$ cat config.mk
export PLATFORM = sky130hd
export DESIGN_NAME = reloadable_timer
export DESIGN_NICKNAME = d
export VERILOG_FILES = /design/src/pkg/timer_pkg.sv /design/src/rtl/timer_edge_detect.sv /design/src/rtl/reloadable_timer.sv
export VERILOG_INCLUDE_DIRS = /design/src /design/src/pkg
export SDC_FILE = /design/constraint.sdc
export NUM_CORES = 1
export LEC_CHECK = 0
export BUFFER_PORTS_ARGS = -buffer_cell sky130_fd_sc_hd__buf_2
export CAP_MARGIN = 30
export CORE_ASPECT_RATIO = 0.75
export CORE_UTILIZATION = 56
export DETAILED_ROUTE_END_ITERATION = 7
export PLACE_DENSITY = 0.86
export SYNTH_ARGS = -nofsm -noshare
export SYNTH_HDL_FRONTEND = slang
export SYNTH_SLANG_ARGS = --single-unit
export TNS_END_PERCENT = 30
$ cat constraint.sdc
create_clock -name clk_sys_i -period 3.7 [get_ports clk_sys_i]
set_input_delay 0.555 -clock clk_sys_i [delete_from_list [all_inputs] [get_ports clk_sys_i]]
set_output_delay 0.555 -clock clk_sys_i [all_outputs]
set_load 0.01 [all_outputs]
$ cat src/pkg/timer_defs.svh
// Overview of operation
// [RULE1] Sixteen-bit up-counter; all-ones wraps to zero and counting continues.
// [RULE2] System clock divided by prescale 1 to 128 in clock-driven modes.
// [RULE3] Reload zero gives longest time-out; reload one, prescale one, the shortest.
// [RULE4] Reload one with prescale one is the minimum time-out setting.
// [RULE5] External input transitions stay at or below a quarter of system clock.
// [RULE6] One-shot, continuous and PWM modes count prescaled system clock only.
// [RULE7] One-shot: at reload, interrupt, count to one, clear enable, stop.
// [RULE8] One-shot: output inverted for exactly one clock at reload when enabled.
// [RULE9] Software sets polarity, starts, then flips polarity for lasting change.
// [RULE10] Continuous: at reload, interrupt, count to one, continue, toggle output.
// [RULE11] Written start count applies to first pass only; later passes start at one.
// [RULE12] Counter mode counts external input transitions, not system clock.
// [RULE13] Counter mode edge chosen by polarity bit; prescaler bypassed.
// [RULE14] Counter mode polarity also sets initial output level.
// [RULE15] Counter: at reload, interrupt, count to one, continue, toggle output.
// [RULE16] Software loads start count one before enabling counter mode.
// [RULE17] PWM: toggle output at PWM match, keep counting to reload.
// [RULE18] PWM: at reload, interrupt, count to one, resume counting.
// [RULE19] PWM polarity one: start high, low at match, high at reload.
// [RULE20] PWM polarity zero: start low, high at match, low at reload.
// [RULE21] Software keeps PWM reload strictly above PWM match value.
// [RULE22] Software disables, configures, loads values, then enables the timer.
// [RULE23] External input synchronised; edge found from consecutive samples as one pulse.
// [RULE24] Pin driven from internal state bit only while output function enabled.
`ifndef TIMER_DEFS_SVH
`define TIMER_DEFS_SVH
`define TMR_COUNT_RESET    16'h0000
`define TMR_COUNT_ONE      16'h0001
`define TMR_RELOAD_RESET   16'h0000
`define TMR_PRESCALE_MAX   8'h80
`define TMR_PRESCALE_LOG_W 3
`endif

$ cat src/pkg/timer_pkg.sv
package timer_pkg;
  typedef enum logic [1:0] {
    MODE_ONE_SHOT,
    MODE_CONTINUOUS,
    MODE_COUNTER,
    MODE_PWM
  } timer_mode_t;
endpackage

$ cat src/rtl/timer_edge_detect.sv
`timescale 1ns/10ps
module timer_edge_detect (
  input  wire logic clk_sys_i,
  input  wire logic rst_i,
  input  wire logic sig_i,
  input  wire logic rising_sel_i,
  output logic      edge_o
);
  typedef struct packed {
    logic sync1;
    logic sync2;
    logic prev;
    logic edge_hit;
  } edge_state_t;

  edge_state_t st_r;
  edge_state_t st_nxt;

  always_comb begin
    st_nxt          = st_r;
    st_nxt.sync1    = sig_i;
    st_nxt.sync2    = st_r.sync1;
    st_nxt.prev     = st_r.sync2;
    st_nxt.edge_hit = rising_sel_i ? (st_r.sync2 & ~st_r.prev)
                                   : (~st_r.sync2 & st_r.prev); // RULE23
  end

  always_ff @(posedge clk_sys_i or posedge rst_i) begin
    if (rst_i) begin
      st_r <= '0;
    end else begin
      st_r <= st_nxt;
    end
  end

  assign edge_o = st_r.edge_hit;
endmodule // timer_edge_detect

$ cat src/rtl/reloadable_timer.sv
`timescale 1ns/10ps
`include "timer_defs.svh"
module reloadable_timer
  import timer_pkg::*;
#(
  parameter int COUNT_W = 16
) (
  input  wire logic               clk_sys_i,
  input  wire logic               rst_i,
  input  wire logic               enable_i,
  output logic                    enable_o,
  input  wire timer_mode_t        mode_i,
  input  wire logic [2:0]         prescale_sel_i,
  input  wire logic               input_output_polarity_select_i,
  input  wire logic               count_wr_i,
  input  wire logic [COUNT_W-1:0] count_wdata_i,
  input  wire logic [COUNT_W-1:0] reload_i,
  input  wire logic [COUNT_W-1:0] pwm_value_i,
  input  wire logic               out_func_en_i,
  input  wire logic               timer_in_i,
  output logic [COUNT_W-1:0]      count_o,
  output logic                    irq_o,
  output logic                    timer_out_o,
  output logic                    timer_out_oe_o
);
  typedef struct packed {
    logic               run;
    logic               run_prev;
    logic [7:0]         prescale_cnt;
    logic [COUNT_W-1:0] count;
    logic               out_state;
    logic               pulse;
    logic               irq;
    logic               pin;
    logic               pin_oe;
  } timer_state_t;

  timer_state_t st_r;
  timer_state_t st_nxt;
  logic         in_edge;
  logic [7:0]   prescale_div;
  logic         tick;
  logic         at_reload;
  logic         start;

  timer_edge_detect u_edge (
    .clk_sys_i    (clk_sys_i),
    .rst_i        (rst_i),
    .sig_i        (timer_in_i),
    .rising_sel_i (input_output_polarity_select_i),
    .edge_o       (in_edge)
  ); // RULE13

  function automatic logic [7:0] prescale_decode(input logic [2:0] sel);
    prescale_decode = 8'h01 << sel;
  endfunction

  always_comb begin
    prescale_div = prescale_decode(prescale_sel_i); // RULE2
    start        = enable_i & ~st_r.run_prev;
    if (mode_i == MODE_COUNTER) begin
      tick = st_r.run & in_edge; // RULE12 RULE13
    end else begin
      tick = st_r.run & (st_r.prescale_cnt == prescale_div - 8'h01); // RULE6
    end
    at_reload = (st_r.count == reload_i); // RULE3 RULE4
  end

  always_comb begin
    st_nxt          = st_r;
    st_nxt.irq      = 1'b0;
    st_nxt.pulse    = 1'b0;
    st_nxt.run_prev = enable_i;
    if (!enable_i) begin
      st_nxt.run = 1'b0;
    end else if (start) begin
      st_nxt.run = 1'b1;
    end
    if (!st_r.run || mode_i == MODE_COUNTER) begin
      st_nxt.prescale_cnt = 8'h00;
    end else if (tick) begin
      st_nxt.prescale_cnt = 8'h00;
    end else begin
      st_nxt.prescale_cnt = st_r.prescale_cnt + 8'h01;
    end
    if (!st_r.run && !enable_i) begin
      st_nxt.out_state = (mode_i == MODE_COUNTER || mode_i == MODE_PWM)
                         ? input_output_polarity_select_i : st_r.out_state; // RULE14 RULE19
      if (mode_i == MODE_ONE_SHOT || mode_i == MODE_CONTINUOUS) begin
        st_nxt.out_state = input_output_polarity_select_i;
      end
    end else if (!st_r.run && mode_i == MODE_ONE_SHOT) begin
      st_nxt.out_state = input_output_polarity_select_i; // RULE9
    end
    if (count_wr_i) begin
      st_nxt.count = count_wdata_i; // RULE11
    end else if (tick) begin
      if (at_reload) begin
        st_nxt.count = COUNT_W'(`TMR_COUNT_ONE); // RULE11
        st_nxt.irq   = 1'b1;
        case (mode_i)
          MODE_ONE_SHOT: begin
            st_nxt.run   = 1'b0; // RULE7
            st_nxt.pulse = 1'b1; // RULE8
          end
          MODE_CONTINUOUS: st_nxt.out_state = ~st_r.out_state; // RULE10
          MODE_COUNTER:    st_nxt.out_state = ~st_r.out_state; // RULE15
          MODE_PWM:        st_nxt.out_state = input_output_polarity_select_i; // RULE18 RULE19 RULE20
          default:         st_nxt.out_state = st_r.out_state;
        endcase
      end else begin
        st_nxt.count = st_r.count + COUNT_W'(`TMR_COUNT_ONE); // RULE1
        if (mode_i == MODE_PWM && st_r.count == pwm_value_i) begin
          st_nxt.out_state = ~input_output_polarity_select_i; // RULE17 RULE20
        end
      end
    end
    // Pulse only rises in one-shot; gating here keeps the pin a plain flop
    st_nxt.pin    = (st_nxt.out_state ^ st_nxt.pulse) & out_func_en_i; // RULE8 RULE24
    st_nxt.pin_oe = out_func_en_i; // RULE24
  end

  always_ff @(posedge clk_sys_i or posedge rst_i) begin
    if (rst_i) begin
      st_r       <= '0;
      st_r.count <= `TMR_COUNT_RESET;
    end else begin
      st_r <= st_nxt;
    end
  end

  assign enable_o       = st_r.run;
  assign count_o        = st_r.count;
  assign irq_o          = st_r.irq;
  assign timer_out_o    = st_r.pin; // RULE24
  assign timer_out_oe_o = st_r.pin_oe;
endmodule // reloadable_timer

==> out/metrics.csv <==
metric,value,unit
critPathKind,reg2reg,
first_pass_grt_wire_length,9980,um
numPortBuffers,79,
max_cap_viol_count,0,
final_antenna_net_count,0,
io-pin-count,80,
cts.hold.buffers_added,0,
synth_area_per_cell,8.62,um2
max_slew_headroom,51.6,%
path_clk_slew,0.08,ns
fin_worst_skew,0.00866,ns
cts-htree-levels,2,
synthesis.yosys.warnings,0,
synth_nets,375,
antenna_violations_before_repair,0,
wire_per_inst,15.3,um
final_design_area_no_fill,0.00300,mm2
grt_start_max_net_pins,35,
gp_congestion,0.834,
rsz0062_at_grt,false,
ctsRootBufferMaster,sky130_fd_sc_hd__clkbuf_8,
core,0.00452,mm2
sequential_element_share_of_the_synthesized_area,31.9,%
postRouteWirelength,6370,um
max_freq,397,MHz
endpoint_kind,register,
nets,425,
post_drt_via_cell_ratio,5.92,
initial_util,58.9,%
drt_first_iter_violations,217,
placed_area,0.00291,mm2
clk-insertion-delay-late,0.29,ns
final_cells,417,
fin_util,66.5,%
post_detailed_route_drc_marker_count,0,
cts_buffer_depth,2,
number_of_sinks_driven_by_the_clock_tree,34,
cts_repair_resize_count,0,
finalHoldViolCount,0,
ys_async_sr_fraction,100,%
hold_class,in2async,
via_count,2468,
synth.distinct_cells,51,
floorplan.rows,21,
die_area,0.00504,mm2
die_w,81.6,um
number_of_enable_type_register_cells_in_the_synthesized_netlist,0,
cp-start-kind,register,
cells_after_synthesis,309,
grt.total_usage,27.0,%
post-route-min-period,2.52,ns
globalRoute.totalOverflow,0,
place_hpwl,4770,um
flow.area_growth_from_synthesis,12.8,%
clock_tree_from_tritoncts,done,
tritoncts_buffers,5,
grt_pass1_vias,2135,
final_cycle_utilization_of_the_critical_path,68.0,%
tightestPinTransition,0.725,ns
worstPathRequired,3.88,ns
antenna-diode-count,0,
die_h,61.7,um
path_max_fanout,20,
final.setup.tns,0,ns
synthFlopType,sky130_fd_sc_hd__dfrtp_1,
final_max_slew_viol_count,0,
final_layout_size_suffix_gt1_share,27.5,%
cts_setup_buffers,0,
placed_cells_incl_taps,409,
syn-cell-area,0.00266,mm2
powerDensity,325,mW/mm2
drt_first_pass_iters,6,
max_ir_drop_vdd,0.000227,V
total_leakage_power,1.34,nW
finalSetupViolations,0,
synth_seq_cells,34,
critical_path_arrival,2.69,ns
outcome,"finished, final reports clean",
==> final timing paths <==
kind	startpoint	to	slack, ns	depth (start not counted)
min reg2reg	u_edge.st_nxt[2]	u_edge.st_nxt[1]	0.35	0
max in group asynchronous	rst_i	count_o[1]	3.03	3
max	count_o[6]	count_o[6]	1.18	7
max reg2reg	count_o[6]	count_o[6]	1.18	7
min in group clk_sys_i	u_edge.st_nxt[2]	u_edge.st_nxt[1]	0.35	0
min	rst_i	count_o[14]	0.34	3
==> metal layers <==
| layer | routed length [um] | share of wire [%] | global-route usage, % | up-vias |
|---|---|---|---|---|
| met5 | 0 | 0 | 0 | - |
| met4 | 93 | 1.5 | 9.02 | 0 |
| met3 | 531 | 8.3 | 9.20 | 10 |
| met2 | 2930 | 46 | 39.9 | 107 |
| met1 | 2810 | 44 | 37.2 | 1170 |
| li1 | - | - | - | 1181 |
==> where the power goes <==
group	total [mW]	switching (mW)	internal, mW
logic	0.235	0.119	0.116
registers	0.448	0.0510	0.397
clock network	0.293	0.144	0.150
==> critical path: stages (launching register included) <==
cell and delay (ns):
sky130_fd_sc_hd__dfrtp_1 0.50, sky130_fd_sc_hd__xnor2_1 0.22, sky130_fd_sc_hd__nand4_1 0.17, sky130_fd_sc_hd__nor4_4 0.64, sky130_fd_sc_hd__buf_4 0.35, sky130_fd_sc_hd__nor2_1 0.08
sky130_fd_sc_hd__o21a_1 0.18, sky130_fd_sc_hd__o31a_1 0.27
==> stage by stage <==
step	setup WS [ns]	hold slack (ns)	power, mW
6_report	1.18	0.344	0.977
5_1_grt	1.06	0.348	1.03
3_5_place_dp	1.02	0.335	0.687
2_1_floorplan	1.55	0.331	0.623
3_3_place_gp	1.10	0.335	0.680
4_1_cts	1.21	0.352	0.978
==> cells in the final DEF (no fill, tap or decap), types with 2 or more instances in the layout <==
cell,instances
sky130_fd_sc_hd__buf_2,79
sky130_fd_sc_hd__dfrtp_1,34
sky130_fd_sc_hd__xnor2_1,29
sky130_fd_sc_hd__nor2_1,29
sky130_fd_sc_hd__nand3_1,19
sky130_fd_sc_hd__o21ai_0,16
sky130_fd_sc_hd__and3_1,13
sky130_fd_sc_hd__nor2b_1,13
sky130_fd_sc_hd__inv_1,11
sky130_fd_sc_hd__xor2_1,11
sky130_fd_sc_hd__nand2_1,11
sky130_fd_sc_hd__a31oi_1,11
sky130_fd_sc_hd__nand4_1,6
sky130_fd_sc_hd__nor4_1,6
sky130_fd_sc_hd__ha_1,6
sky130_fd_sc_hd__clkbuf_8,6
sky130_fd_sc_hd__or4_1,5
sky130_fd_sc_hd__nor3_1,4
sky130_fd_sc_hd__o31ai_1,4
sky130_fd_sc_hd__a211o_1,3
sky130_fd_sc_hd__nor3b_1,3
sky130_fd_sc_hd__buf_4,3
sky130_fd_sc_hd__o211ai_2,2
sky130_fd_sc_hd__nand2b_1,2
sky130_fd_sc_hd__o31a_1,2
sky130_fd_sc_hd__mux2i_1,2
sky130_fd_sc_hd__nand3b_1,2
sky130_fd_sc_hd__o41ai_1,2
sky130_fd_sc_hd__a2bb2oi_1,2
sky130_fd_sc_hd__or4b_1,2
==> cell type report <==
type / instances / area (um2)
inverter: 11 / 41.3
fill: 366 / 1520
timing repair buffer: 82 / 418
sequential: 34 / 851
clock inverter: 2 / 12.5
clock buffer: 6 / 82.6
tap: 57 / 71.3
multi-input combinational: 225 / 1530
==> registers in the layout, indices dropped and copies added, names as in the netlist <==
name	flops
count_o	16
st_r	10
u_edge.st_nxt	2
enable_o	1
irq_o	1
timer_out_o	1
timer_out_oe_o	1
u_edge.edge_o	1
u_edge.st_r	1
==> cell usage after synthesis, types with 3 or more instances <==
cell type	n	share of area, %
sky130_fd_sc_hd__buf_6	3	1.3
sky130_fd_sc_hd__and3_1	13	3.1
sky130_fd_sc_hd__nor4_1	6	1.4
sky130_fd_sc_hd__nand4_1	6	1.4
sky130_fd_sc_hd__o21ai_0	16	3.0
sky130_fd_sc_hd__nand2_1	11	1.6
sky130_fd_sc_hd__buf_2	9	1.7
sky130_fd_sc_hd__nor2b_1	13	3.1
sky130_fd_sc_hd__inv_1	11	1.6
sky130_fd_sc_hd__a211o_1	3	0.99
sky130_fd_sc_hd__or4_1	5	1.4
sky130_fd_sc_hd__nor3b_1	3	0.85
sky130_fd_sc_hd__clkbuf_1	10	1.4
sky130_fd_sc_hd__o31ai_1	4	1.1
sky130_fd_sc_hd__a31oi_1	11	2.6
sky130_fd_sc_hd__nor2_1	29	4.1
sky130_fd_sc_hd__ha_1	6	2.8
sky130_fd_sc_hd__nand3_1	19	3.6
sky130_fd_sc_hd__xor2_1	11	3.6
sky130_fd_sc_hd__dfrtp_1	34	32
sky130_fd_sc_hd__buf_4	17	4.8
sky130_fd_sc_hd__xnor2_1	29	9.5
sky130_fd_sc_hd__nor3_1	4	0.75
==> kinds of logic after synthesis <==
kind of cell,after synthesis,share of synthesized area (%)
and+or+nand+nor,122,25.6
AOI/OAI and AO/OA,54,14.6
buffers and inverters,50,10.7
xor gates and xnor gates,40,13.2
DFF,34,31.9
adders and majority gates,6,2.82
muxes,3,1.17
Note: power is estimated with default switching activity, not from simulation.
